<file path="config.mk">
export PLATFORM = sky130hd
export DESIGN_NAME = rxd_demod_cfg
export DESIGN_NICKNAME = d
export VERILOG_FILES = /design/src/common/rxd_pkg.sv /design/src/logic/rxd_tap_decode.sv /design/src/logic/rxd_demod_cfg.sv
export VERILOG_INCLUDE_DIRS = /design/src /design/src/common
export SDC_FILE = /design/constraint.sdc
export NUM_CORES = 1
export LEC_CHECK = 0
export BUFFER_PORTS_ARGS = -buffer_cell sky130_fd_sc_hd__clkbuf_2
export CORE_MARGIN = 1.5
export CORE_UTILIZATION = 45
export CTS_CLUSTER_DIAMETER = 30
export DETAILED_ROUTE_END_ITERATION = 8
export PLACE_DENSITY = 0.69
export SLEW_MARGIN = 10
export SYNTH_ARGS = -nofsm -noshare
export SYNTH_HDL_FRONTEND = slang
export SYNTH_SLANG_ARGS = --single-unit
</file>
<file path="constraint.sdc">
create_clock -name i_sys_clk -period 3.3 [get_ports i_sys_clk]
set_clock_uncertainty 0.1 [all_clocks]
set_input_delay 0.165 -clock i_sys_clk [delete_from_list [all_inputs] [get_ports i_sys_clk]]
set_output_delay 0.165 -clock i_sys_clk [all_outputs]
set_load 0.05 [all_outputs]
</file>
<file path="src/common/rxd_regs.svh">
`ifndef RXD_REGS_SVH
`define RXD_REGS_SVH

// Register indices; byte address is four times the index
`define RXD_CM_IDX          8'h1b
`define RXD_RM_IDX          8'h1c
`define RXD_AUTO_IDX        8'h1d

// Card-mode configuration fields
`define RXD_CM_FRM_MSB      30
`define RXD_CM_FRM_LSB      29
`define RXD_CM_TAP_MSB      28
`define RXD_CM_TAP_LSB      26
`define RXD_CM_EDGE_MSB     25
`define RXD_CM_EDGE_LSB     13
`define RXD_CM_BIT_MSB      12
`define RXD_CM_BIT_LSB      0
`define RXD_CM_MASK         32'h7fffffff
`define RXD_CM_RESET        32'h00000000

// Reader-mode configuration fields
`define RXD_RM_IQ_MSB       23
`define RXD_RM_IQ_LSB       21
`define RXD_RM_TEST_BIT     20
`define RXD_RM_RESYNC_BIT   19
`define RXD_RM_CORR_BIT     18
`define RXD_RM_FILT_BIT     17
`define RXD_RM_EARLY_BIT    16
`define RXD_RM_LVL_MSB      15
`define RXD_RM_LVL_LSB      12
`define RXD_RM_MASK         32'h00fff000
`define RXD_RM_RESET        32'h00080000

// Automatic mode detection control
`define RXD_AUTO_EN_BIT     0
`define RXD_AUTO_MASK       32'h00000001
`define RXD_AUTO_RESET      32'h00000000

// Framing codes and peer-to-peer sync byte
`define RXD_FRM_TYPE_A      2'h0
`define RXD_FRM_P2P         2'h1
`define RXD_P2P_SYNC_BYTE   8'hf0

`endif

</file>
<file path="src/common/rxd_pkg.sv">
package rxd_pkg;
   // Channel processing choice for the reader-mode demodulator
   typedef enum logic [2:0] {
      RXD_IQ_BOTH,
      RXD_IQ_I_ONLY,
      RXD_IQ_Q_ONLY,
      RXD_IQ_STRONGEST,
      RXD_IQ_FIRST
   } rxd_iq_mode_t;

   typedef logic [12:0] rxd_thr_t;   // Decision threshold word
   typedef logic [3:0]  rxd_lvl_t;   // Subcarrier threshold value
   typedef logic [5:0]  rxd_taps_t;  // Edge filter tap count
endpackage : rxd_pkg

</file>
<file path="src/logic/rxd_tap_decode.sv">
`timescale 1ns/10ps
module rxd_tap_decode (
   input  wire logic [2:0]        i_tap_sel,
   output rxd_pkg::rxd_taps_t     o_taps
);
   import rxd_pkg::*;

   // Tap count from the three-bit select; codes 010 and 011 both give 8
   function automatic rxd_taps_t rxd_taps(input logic [2:0] sel);
      case (sel)
         3'h0:    rxd_taps = 6'h04;
         3'h1:    rxd_taps = 6'h06;
         3'h2:    rxd_taps = 6'h08;
         3'h3:    rxd_taps = 6'h08;
         3'h4:    rxd_taps = 6'h10;
         3'h5:    rxd_taps = 6'h12;
         3'h6:    rxd_taps = 6'h18;
         default: rxd_taps = 6'h20;
      endcase
   endfunction : rxd_taps

   assign o_taps = rxd_taps(i_tap_sel);
endmodule : rxd_tap_decode

</file>
<file path="src/logic/rxd_demod_cfg.sv">
// Local design decision: the APB register port.
`timescale 1ns/10ps
`include "rxd_regs.svh"

////////////////////////////////////////////////////////////////////////////
module rxd_demod_cfg #(
   parameter int CORR_W = 16                 // Correlation sample width
) (
   input  wire logic                i_sys_clk,
   input  wire logic                i_resetn,
   input  wire logic                i_clk_en,
   // APB slave
   input  wire logic                psel,
   input  wire logic                penable,
   input  wire logic                pwrite,
   input  wire logic [9:0]          paddr,
   input  wire logic [31:0]         pwdata,
   output logic [31:0]              prdata,
   output logic                     pready,
   output logic                     pslverr,
   // Mode detector and reception status
   input  wire logic                i_mode_det_set,
   input  wire logic [1:0]          i_mode_det_framing,
   input  wire logic                i_rx_active,
   // Card-mode demodulator metrics
   input  wire rxd_pkg::rxd_thr_t   i_edge_metric,
   input  wire rxd_pkg::rxd_thr_t   i_bit_metric,
   // Reader-mode correlations and subcarrier level
   input  wire logic [CORR_W-1:0]   i_corr_0110,
   input  wire logic [CORR_W-1:0]   i_corr_1110,
   input  wire logic [CORR_W-1:0]   i_corr_0111,
   input  wire rxd_pkg::rxd_lvl_t   i_subc_level,
   input  wire logic [2:0]          i_lvl_adjust,
   // Configuration towards the demodulator
   output logic                     o_framing_type_a,
   output logic                     o_framing_p2p,
   output logic [7:0]               o_sync_byte,
   output rxd_pkg::rxd_taps_t       o_edge_taps,
   output logic                     o_edge_hit,
   output logic                     o_bit_hit,
   output rxd_pkg::rxd_iq_mode_t    o_iq_mode,
   output logic                     o_sof_resync_en,
   output logic                     o_corr_clear_en,
   output logic                     o_test_filter_bit,
   output logic                     o_early_data_en,
   output logic [CORR_W+1:0]        o_corr_filtered,
   output rxd_pkg::rxd_lvl_t        o_subc_threshold,
   output logic                     o_subc_present
);
   import rxd_pkg::*;

   // Narrow widths below two bits leave no room for the filter sum
   if (CORR_W < 2) begin : g_bad_width
      $error("CORR_W must be at least 2");
   end

   ////////////////////////////////////////////////////////////////////////
   // Helper functions

   // Threshold comparison shared by both decision stages
   function automatic logic rxd_reaches(input rxd_thr_t metric,
                                        input rxd_thr_t thr);
      rxd_reaches = (metric >= thr);
   endfunction : rxd_reaches

   // Sign-magnitude adjust, clamped to the four-bit range
   function automatic rxd_lvl_t rxd_lvl_adj(input rxd_lvl_t base,
                                            input logic [2:0] adj);
      logic [4:0] sum;
      sum = {1'b0, base};
      if (adj[2]) begin
         sum = (sum < {3'h0, adj[1:0]}) ? 5'h00 : sum - {3'h0, adj[1:0]};
      end else begin
         sum = sum + {3'h0, adj[1:0]};
      end
      rxd_lvl_adj = sum[4] ? 4'hf : sum[3:0];
   endfunction : rxd_lvl_adj

   ////////////////////////////////////////////////////////////////////////
   // Register state

   logic [31:0]   cm_r;          // Card-mode configuration as written
   logic [31:0]   rm_r;          // Reader-mode configuration as written
   logic [31:0]   auto_r;        // Automatic mode detection control
   logic [31:0]   cm_act_r;      // Copy in use by the running reception
   logic [31:0]   rm_act_r;      // Copy in use by the running reception
   logic          hit_cm;        // Address decodes
   logic          hit_rm;
   logic          hit_auto;
   logic          hit_any;
   logic          wr_go;         // Write takes effect this edge
   logic          mode_ovr;      // Mode detector overrides framing
   logic [31:0]   rd_nxt;        // Read data for the setup phase
   rxd_taps_t     taps_dec;      // Tap count of the active select

   ////////////////////////////////////////////////////////////////////////
   // APB decode; zero wait states

   assign hit_cm   = (paddr[9:2] == `RXD_CM_IDX);
   assign hit_rm   = (paddr[9:2] == `RXD_RM_IDX);
   assign hit_auto = (paddr[9:2] == `RXD_AUTO_IDX);
   assign hit_any  = hit_cm | hit_rm | hit_auto;
   assign pready   = 1'b1;
   // Unmapped addresses answer with an error, reads return zero
   assign pslverr  = psel & penable & ~hit_any;
   assign wr_go    = psel & penable & pwrite & i_clk_en;
   assign mode_ovr = auto_r[`RXD_AUTO_EN_BIT] & i_mode_det_set;

   // Card-mode register; with auto detection on, detector framing wins over a software write, other fields still store
   always_ff @(posedge i_sys_clk or negedge i_resetn) begin
      if (!i_resetn) begin
         cm_r <= `RXD_CM_RESET;
      end else if (i_clk_en) begin
         if (mode_ovr) begin
            cm_r[`RXD_CM_FRM_MSB:`RXD_CM_FRM_LSB] <= i_mode_det_framing;
            if (wr_go && hit_cm) begin
               cm_r[`RXD_CM_TAP_MSB:0] <= pwdata[`RXD_CM_TAP_MSB:0];
            end
         end else if (wr_go && hit_cm) begin
            cm_r <= pwdata & `RXD_CM_MASK;
         end
      end
   end

   // Reader-mode register; reserved bits never store
   always_ff @(posedge i_sys_clk or negedge i_resetn) begin
      if (!i_resetn) begin
         rm_r <= `RXD_RM_RESET;
      end else if (wr_go && hit_rm) begin
         rm_r <= pwdata & `RXD_RM_MASK;
      end
   end

   // Automatic mode detection enable
   always_ff @(posedge i_sys_clk or negedge i_resetn) begin
      if (!i_resetn) begin
         auto_r <= `RXD_AUTO_RESET;
      end else if (wr_go && hit_auto) begin
         auto_r <= pwdata & `RXD_AUTO_MASK;
      end
   end

   // Read data captured in the setup phase so it stands from a flop
   always_comb begin
      rd_nxt = 32'h00000000;
      if (hit_cm) begin
         rd_nxt = cm_r;
      end else if (hit_rm) begin
         rd_nxt = rm_r;
      end else if (hit_auto) begin
         rd_nxt = auto_r;
      end
   end

   // Read data register
   always_ff @(posedge i_sys_clk or negedge i_resetn) begin
      if (!i_resetn) begin
         prdata <= 32'h00000000;
      end else if (i_clk_en && psel && !penable && !pwrite) begin
         prdata <= rd_nxt;
      end
   end

   ////////////////////////////////////////////////////////////////////////
   // Active copies: a frame in progress never sees a half-changed setup

   always_ff @(posedge i_sys_clk or negedge i_resetn) begin
      if (!i_resetn) begin
         cm_act_r <= `RXD_CM_RESET;
         rm_act_r <= `RXD_RM_RESET;
      end else if (i_clk_en && !i_rx_active) begin
         cm_act_r <= cm_r;
         rm_act_r <= rm_r;
      end
   end

   rxd_tap_decode u_tap_decode (
      .i_tap_sel (cm_act_r[`RXD_CM_TAP_MSB:`RXD_CM_TAP_LSB]),
      .o_taps    (taps_dec)
   );

   ////////////////////////////////////////////////////////////////////////
   // Card-mode outputs

   always_ff @(posedge i_sys_clk or negedge i_resetn) begin
      if (!i_resetn) begin
         o_framing_type_a <= 1'b1;
         o_framing_p2p    <= 1'b0;
         o_sync_byte      <= 8'h00;
         o_edge_taps      <= 6'h04;
         o_edge_hit       <= 1'b0;
         o_bit_hit        <= 1'b0;
      end else if (i_clk_en) begin
         // Codes 10 and 11 select neither framing
         o_framing_type_a <= (cm_act_r[`RXD_CM_FRM_MSB:`RXD_CM_FRM_LSB]
                              == `RXD_FRM_TYPE_A);
         o_framing_p2p    <= (cm_act_r[`RXD_CM_FRM_MSB:`RXD_CM_FRM_LSB]
                              == `RXD_FRM_P2P);
         o_sync_byte      <= (cm_act_r[`RXD_CM_FRM_MSB:`RXD_CM_FRM_LSB]
                              == `RXD_FRM_P2P) ? `RXD_P2P_SYNC_BYTE
                                               : 8'h00;
         o_edge_taps      <= taps_dec;
         o_edge_hit       <= rxd_reaches(i_edge_metric,
            cm_act_r[`RXD_CM_EDGE_MSB:`RXD_CM_EDGE_LSB]);
         o_bit_hit        <= rxd_reaches(i_bit_metric,
            cm_act_r[`RXD_CM_BIT_MSB:`RXD_CM_BIT_LSB]);
      end
   end

   ////////////////////////////////////////////////////////////////////////
   // Reader-mode outputs

   always_ff @(posedge i_sys_clk or negedge i_resetn) begin
      if (!i_resetn) begin
         o_iq_mode <= RXD_IQ_BOTH;
      end else if (i_clk_en) begin
         // Reserved codes fall back to using both channels
         case (rm_act_r[`RXD_RM_IQ_MSB:`RXD_RM_IQ_LSB])
            3'h1:    o_iq_mode <= RXD_IQ_I_ONLY;
            3'h2:    o_iq_mode <= RXD_IQ_Q_ONLY;
            3'h4:    o_iq_mode <= RXD_IQ_STRONGEST;
            3'h5:    o_iq_mode <= RXD_IQ_FIRST;
            default: o_iq_mode <= RXD_IQ_BOTH;
         endcase
      end
   end

   // Enable bits for the correlator and start-of-frame logic
   always_ff @(posedge i_sys_clk or negedge i_resetn) begin
      if (!i_resetn) begin
         o_sof_resync_en   <= 1'b1;
         o_corr_clear_en   <= 1'b0;
         o_test_filter_bit <= 1'b0;
         o_early_data_en   <= 1'b0;
      end else if (i_clk_en) begin
         o_sof_resync_en   <= rm_act_r[`RXD_RM_RESYNC_BIT];
         o_corr_clear_en   <= rm_act_r[`RXD_RM_CORR_BIT];
         o_test_filter_bit <= rm_act_r[`RXD_RM_TEST_BIT];
         o_early_data_en   <= rm_act_r[`RXD_RM_EARLY_BIT];
      end
   end

   // Pattern filter: 0110 less the mean of its two neighbours
   logic signed [CORR_W+1:0] c0110_x;   // Sign-extended correlations
   logic signed [CORR_W+1:0] nsum_x;
   assign c0110_x = (CORR_W+2)'(signed'(i_corr_0110));
   assign nsum_x  = (CORR_W+2)'(signed'(i_corr_1110))
                  + (CORR_W+2)'(signed'(i_corr_0111));

   always_ff @(posedge i_sys_clk or negedge i_resetn) begin
      if (!i_resetn) begin
         o_corr_filtered <= '0;
      end else if (i_clk_en) begin
         if (rm_act_r[`RXD_RM_FILT_BIT]) begin
            o_corr_filtered <= c0110_x;
         end else begin
            o_corr_filtered <= c0110_x - (nsum_x >>> 1);
         end
      end
   end

   // Subcarrier threshold after tuning adjustment, and detection
   rxd_lvl_t lvl_eff;                    // Adjusted threshold
   assign lvl_eff = rxd_lvl_adj(rm_act_r[`RXD_RM_LVL_MSB:`RXD_RM_LVL_LSB],
                                i_lvl_adjust);

   always_ff @(posedge i_sys_clk or negedge i_resetn) begin
      if (!i_resetn) begin
         o_subc_threshold <= 4'h0;
         o_subc_present   <= 1'b0;
      end else if (i_clk_en) begin
         o_subc_threshold <= lvl_eff;
         // Level must exceed the threshold, never merely meet it
         o_subc_present   <= (i_subc_level > lvl_eff);
      end
   end

   ////////////////////////////////////////////////////////////////////////
   // Assertions

   a_mode_override: assert property (@(posedge i_sys_clk)
      disable iff (!i_resetn) i_clk_en && mode_ovr |=>
      cm_r[`RXD_CM_FRM_MSB:`RXD_CM_FRM_LSB] == $past(i_mode_det_framing))
      else $error("mode detector framing not stored");

   a_sync_byte: assert property (@(posedge i_sys_clk)
      disable iff (!i_resetn) i_clk_en |=>
      (o_sync_byte == 8'hf0) == $past(cm_act_r[30:29] == 2'h1))
      else $error("sync byte does not follow framing");

   a_tap_count: assert property (@(posedge i_sys_clk)
      disable iff (!i_resetn) i_clk_en && cm_act_r[28:26] == 3'h5 |=>
      o_edge_taps == 6'h12)
      else $error("tap count wrong for select 101");

   a_edge_compare: assert property (@(posedge i_sys_clk)
      disable iff (!i_resetn) i_resetn && i_clk_en |=>
      o_edge_hit == ($past(i_edge_metric) >= $past(cm_act_r[25:13])))
      else $error("edge decision mismatch");

   a_bit_compare: assert property (@(posedge i_sys_clk)
      disable iff (!i_resetn) i_resetn && i_clk_en |=>
      o_bit_hit == ($past(i_bit_metric) >= $past(cm_act_r[12:0])))
      else $error("bit decision mismatch");

   a_iq_strongest: assert property (@(posedge i_sys_clk)
      disable iff (!i_resetn) i_clk_en && rm_act_r[23:21] == 3'h4 |=>
      o_iq_mode == RXD_IQ_STRONGEST)
      else $error("iq select not decoded");

   a_filter_bypass: assert property (@(posedge i_sys_clk)
      disable iff (!i_resetn) i_clk_en && rm_act_r[17] |=>
      o_corr_filtered == $past(c0110_x))
      else $error("filter not bypassed");

   a_early_data: assert property (@(posedge i_sys_clk)
      disable iff (!i_resetn) i_clk_en |=>
      o_early_data_en == $past(rm_act_r[16]))
      else $error("early data enable wrong");

   a_level_clamp: assert property (@(posedge i_sys_clk)
      disable iff (!i_resetn) !i_lvl_adjust[2] &&
      rm_act_r[15:12] > 4'hf - {2'h0, i_lvl_adjust[1:0]} |-> lvl_eff == 4'hf)
      else $error("threshold adjust overflowed");

   a_cfg_frozen: assert property (@(posedge i_sys_clk)
      disable iff (!i_resetn) i_rx_active ##1 i_rx_active |->
      $stable(cm_act_r) && $stable(rm_act_r))
      else $error("active setup changed during reception");

   a_reserved_zero: assert property (@(posedge i_sys_clk)
      disable iff (!i_resetn) 1'b1 |-> cm_r[31] == 1'b0 &&
      rm_r[31:24] == 8'h00 && rm_r[11:0] == 12'h000)
      else $error("reserved bits stored");
endmodule : rxd_demod_cfg

</file>
Yosys cells after proc, flatten, opt, wreduce, memory -nomap -nowiden:

Index checks and enable logic that the tools add are counted.

* bits in registers: 167
* logic and storage cells: 80
* output and inout bits: 82

* add/sub/neg operators: 4
* muxes and demuxes: 13
* reductions and logical operators: 16
* bitwise logic cells: 8
* equality and inequality tests: 14
* $lt $le $gt $ge: 4

Operator list (count)
* two-way mux 31 bit: 2
* case mux 6 bit (6 select lines): 1
* two-way mux 32 bit: 1
* two-way mux 29 bit: 1
* greater-or-equal comparator 13 bit: 2
* equality test 8 x 5 -> 1 bit (second input constant): 3
* two-way mux 24 bit: 1
* two-way mux 18 bit: 1
* adder 16 x 16 -> 17 bit: 1
* subtractor 16 x 16 -> 17 bit: 1
* equality test 3 bit (second input constant): 5
* case mux 3 bit (4 select lines): 1
* two-way mux 5 bit: 2
* equality test 3 x 2 -> 1 bit (second input constant): 3
* two-way mux 8 bit: 1
* logical AND 1 bit: 7
* equality test 3 x 1 -> 1 bit (second input constant): 2
* adder 4 x 2 -> 5 bit: 1
* AND 1 bit: 5
* subtractor 4 x 2 -> 5 bit: 1
* > comparator 4 bit: 1
* < comparator 4 x 2 -> 1 bit: 1
* two-way mux 4 bit: 1
* AND reduction 2 bit: 2
* 9 further kinds: 12

Depth between registers and ports, before layout:

* depth after elaboration: 6
* mapped depth: 17

Modules after synthesis:

Synthesis repeated with hierarchy kept, for this count alone.

* cell total of the unflattened synthesis: 809
* area total of the unflattened synthesis: 8831.0 µm²

Modules (own cells, without submodules)
* rxd_demod_cfg: instances 1, seq. area each 3935.0 µm², area each 8787.2 µm², cells an instance 802
* rxd_tap_decode: instances 1, seq. area each 0.0 µm², area each 43.8 µm², cells an instance 7

Worst setup path after synthesis:

Ideal clock, no wire load.

* kind: in2reg
* start: in i_corr_1110[2]
* end: reg o_corr_filtered[15]
* path buffers: 0
* setup time: 126 ps
* stages on the path: 13
* arrival time: 3089 ps
* setup slack: -15 ps
* cells stage by stage: ha_1 > a21oi_1 > a21boi_0 > o21ai_0 > or3b_2 > o21ai_0 > ha_1 > a21o_1 > o41ai_4 > o211ai_2 > a221oi_2 > mux2i_1 > a311o_1

* word-level cells in the longest chain between the ends: 3

RTL lines
* start, declared: line rxd_demod_cfg.sv:30 `input wire logic [CORR_W-1:0] i_corr_1110,`
* adder 16 x 16 -> 17 bit: line rxd_demod_cfg.sv:248 `+ (CORR_W+2)'(signed'(i_corr_0111));`
* subtractor 16 x 16 -> 17 bit: line rxd_demod_cfg.sv:257 `o_corr_filtered <= c0110_x - (nsum_x >>> 1);`
* two-way mux 18 bit: line rxd_demod_cfg.sv:254 `` if (rm_act_r[`RXD_RM_FILT_BIT]) begin ``
* end signal, assigned: line rxd_demod_cfg.sv:257
* end, declared: line rxd_demod_cfg.sv:46 `output logic [CORR_W+1:0] o_corr_filtered,`

No other way between the ends.
A chain may end at the register's enable or synchronous reset.

Worst setup path after layout:

Ends and elaborated chain as after synthesis.

==> metrics.md <==
| Metric | Value |
|---|---|
| Startpoint Class | primary input |
| Htree depth | 4 |
| Peak VDD IR | 0.357 mV |
| Status | complete, no violations |
| Initial antenna violation count | 0 |
| Pin count of the biggest net entering global routing | 86 |
| WHS Path Cells | 4 |
| GPL Wtd Cong | 0.866 |
| Crit-path max FO | 4 |
| Cell with the most instances after synthesis | dfrtp_1 |
| Leakage power total | 5.75 nW |
| Storage cell area | 3910 µm² |
| CTS tree | built |
| Critical Path RT | 3.50 ns |
| Grt ovf | 0 |
| Mapped Cells | 834 |
| Syn_area_per_cell | 10.5 µm² |
| Row cnt | 50 |
| Synth-to-Final Area Change | 30.2% |
| Synth area leader | dfrtp_1 |
| Top cells by count, synth | dfrtp_1 (151), mux2_2 (99), nand2_1 (83), o21ai_0 (66), ha_1 (65) |
| Bufs on Longest Clock Path | 2 |
| Vias in the first global route | 7,195 |
| Die H | 142 µm |
| Fin crit period | 3.13 ns |
| Post-route cell area | 11,400 µm² |
| Hold WS | 0.0120 ns |
| Max Fclk | 320 MHz |
| GR met2 Demand/Resource | 0.375 |
| Pwr Density | 485 nW/µm² |
| Critical path endpoint category | flip-flop |
| Worst EP arrival | 3.33 ns |
| Final wirelength | 21.4 mm |
| Synth unique cells | 58 |
| Top area cells in the synthesized netlist | dfrtp_1 (43%), mux2_2 (13%), ha_1 (9.3%), o21ai_0 (3.8%), nand2_1 (3.6%) |
| CP bufs+invs | 1 |
| Critical Path, Cell by Cell | clkbuf_2, ha_1, a21oi_2, a21boi_1, o21ai_0, or3b_2, o21ai_0, ha_1, a21o_1, o41ai_4, o211ai_2, a221oi_2, mux2i_1, a311o_1 |
| Final Max Slew Viols | 0 |
| CP max stage cell | or3b_2 |
| CTS Buf Count | 17 |
| GR peak layer | met2 |
| Tightest Pin Transition | 1.00 ns |
| Worst setup margin | 0.173 ns |
| CP peak stage delay | 0.45 ns |
| Layout cells sized above 1 | 0.359 |
| Core Area | 18,800 µm² |
| Top delay family on crit path | compound AO/OA/AOI/OAI gates |
| Final nets | 1,322 |
| Fill cells | 1,612 |
| Clock Pin Slew Worst Setup and Hold Paths | 0.07 ns |
| M1 GR Usage | 0.282 |
| Max transition margin | 0.331 |
| Async set or reset register ratio after synthesis | 1.00 |
| Post-synth EDFFs | 0 |
| CP Class | in -> reg |
| Final hold violation count | 0 |
| Period utilization | 0.947 |
| Post-synthesis cell area | 8730 µm² |
| Area occupied by multi-input gates | 4460 µm² |
| Post-Place Setup Slack | -0.343 ns |
| Routed via count | 7,097 |
| Die area | 20,200 µm² |
| Synth Flop Type | dfrtp_1 |
| #FFs+latches synth | 156 |
| Worst r2r path cells | 15 |
| Post-place instance area | 10,300 µm² |
| Antenna cells | 0 |
| HPWL Detailed | 15.4 mm |
| Post-route ant nets | 0 |
| Worst hold path type | in -> reg |
| Horiz. Die Dim | 142 µm |
| Worst-Skew Late Latency | 0.43 ns |
| Met3 usage | 0.0458 |
| Sink Count | 156 |
| Synth top area share | 0.433 |
| Drt wl/cell | 15.4 µm |
| Register area share after synthesis | 0.448 |
| Yosys warns | 0 |
| I/O Buffers | 204 |
| Levels on crit path | 14 |
| Final Setup Violations | 0 |
| Overall Global Routing Usage | 0.221 |
| Drt first pass iters | 5 |
| IO Count | 215 |
| Vias per cell | 5.09 |
| MaxCap Viol Count | 0 |
| DRC viols | 0 |
| Clk root buf | clkbuf_16 |
| RSZ-0062 raised after global routing | no |
| First-pass GRT wire length | 34.9 mm |
| Starting density of the core | 0.463 |
| Iter 0 DRT Violations | 228 |
[where the power goes]
group          switching, mW  total (mW)  leakage, nW  internal, mW
combinational          0.953        1.56         3.38         0.611
sequential            0.0762        2.10         2.10          2.02
clock                  0.861        1.85        0.267         0.989
total                   1.89        5.51         5.75          3.62
[sequential cells by signal (all words and copies together) (netlist names), 4 cells and up]
| name | flops |
|---|---|
| cm_r | 31 |
| rm_act_r | 12 |
| cm_act_r | 31 |
| prdata | 31 |
| o_corr_filtered | 17 |
| rm_r | 12 |
| o_subc_threshold | 4 |
| o_edge_taps | 5 |
[layer usage]
metal  vias up  wire length (µm)
li1       3490                 -
met1      3390              9890
met2       191             10200
met3        26              1020
met4         0               351
met5         -                 0
[final cells by class]
cell class | count | share of cell area
multi-input combinational | 590 | 0.393
sequential | 156 | 0.344
timing repair buffer | 305 | 0.169
clock buffer | 17 | 0.0375
tap | 260 | 0.0286
inverter | 50 | 0.0165
clock inverter | 15 | 0.0112
[tightest hold or removal path, delay by kind of cell]
kind | cells | cell delay, ns
mux | 1 | 0.14
buf+inv | 1 | 0.09
compound gates | 1 | 0.06
simple gates | 1 | 0.04
[stage by stage]
stage                     cells  total power [mW]  utilization  setup TNS, ns
after global placement     1312              3.62        0.547          -1.40
final                      1393              5.51        0.603              0
after global routing       1393              5.81        0.603              0
after detailed placement   1312              3.64        0.547          -2.34
after CTS                  1392              5.55        0.602              0
after floorplan             839              3.15            -              0
[logic make-up (layout without fill, tap and decap cells)]
| logic type | Yosys count | after routing | share of synthesized area |
|---|---|---|---|
| other cells | 2 | 7 | 0.000861 |
| mux | 117 | 117 | 0.148 |
| buf+inv | 93 | 387 | 0.0457 |
| flops | 156 | 156 | 0.448 |
| xor+xnor | 25 | 25 | 0.0251 |
| compound gates | 179 | 179 | 0.128 |
| fa+ha+maj | 69 | 69 | 0.102 |
| simple gates | 193 | 193 | 0.102 |
[what timing repair did]
| item | CTS | global route |
|---|---|---|
| setup buffers | 0 | 1 |
| resized for setup | 0 | 8 |
| endpoints found under the setup margin | 0 | 8 |
| hold endpoints to repair | 141 | 0 |
| hold buffers | 48 | 0 |
[path summary, 6_finish.rpt]
path                                           from                         endpoint  slack (ns)
max in group asynchronous                  i_resetn      o_sof_resync_en$_DFFE_PN1P_        1.95
max reg2reg                rm_act_r[12]$_DFFE_PN0P_       o_subc_present$_DFFE_PN0P_        0.31
min reg2reg                cm_act_r[30]$_DFFE_PN0P_       o_sync_byte[6]$_DFFE_PN0P_        0.38
min                                  i_corr_0110[2]   o_corr_filtered[2]$_DFFE_PN0P_        0.01
min in group asynchronous                  i_resetn            prdata[6]$_DFFE_PN0P_        0.25
max                                  i_corr_1110[2]  o_corr_filtered[15]$_DFFE_PN0P_        0.17
[cells in the final DEF, fill, tap and decap left out, types with 3 or more instances in the layout]
cell | Yosys | layout
clkbuf_2 | 0 | 203
xor2_1 | 15 | 15
o21ai_0 | 66 | 63
inv_8 | 0 | 3
nand3b_1 | 5 | 5
inv_6 | 0 | 6
o21bai_1 | 5 | 5
clkinvlp_4 | 0 | 3
o21ai_1 | 0 | 3
and3_1 | 4 | 4
mux2i_1 | 18 | 18
a21o_1 | 15 | 15
nand4_1 | 6 | 6
dfrtp_1 | 151 | 151
o221ai_1 | 3 | 3
o21a_1 | 6 | 6
nand3_1 | 11 | 11
buf_4 | 12 | 52
nand2_1 | 83 | 83
conb_1 | 2 | 7
o22ai_1 | 6 | 6
clkbuf_16 | 0 | 17
inv_1 | 50 | 50
a31oi_1 | 4 | 4
nand2b_1 | 13 | 12
mux2_2 | 99 | 99
dfstp_2 | 5 | 5
o211ai_1 | 5 | 5
nor2b_1 | 10 | 10
xnor2_1 | 10 | 10
nor2_1 | 46 | 45
a21oi_1 | 45 | 43
fa_1 | 4 | 4
dlygate4sd3_1 | 0 | 48
ha_1 | 65 | 65
No activity file was read; power rests on OpenSTA's default activity.
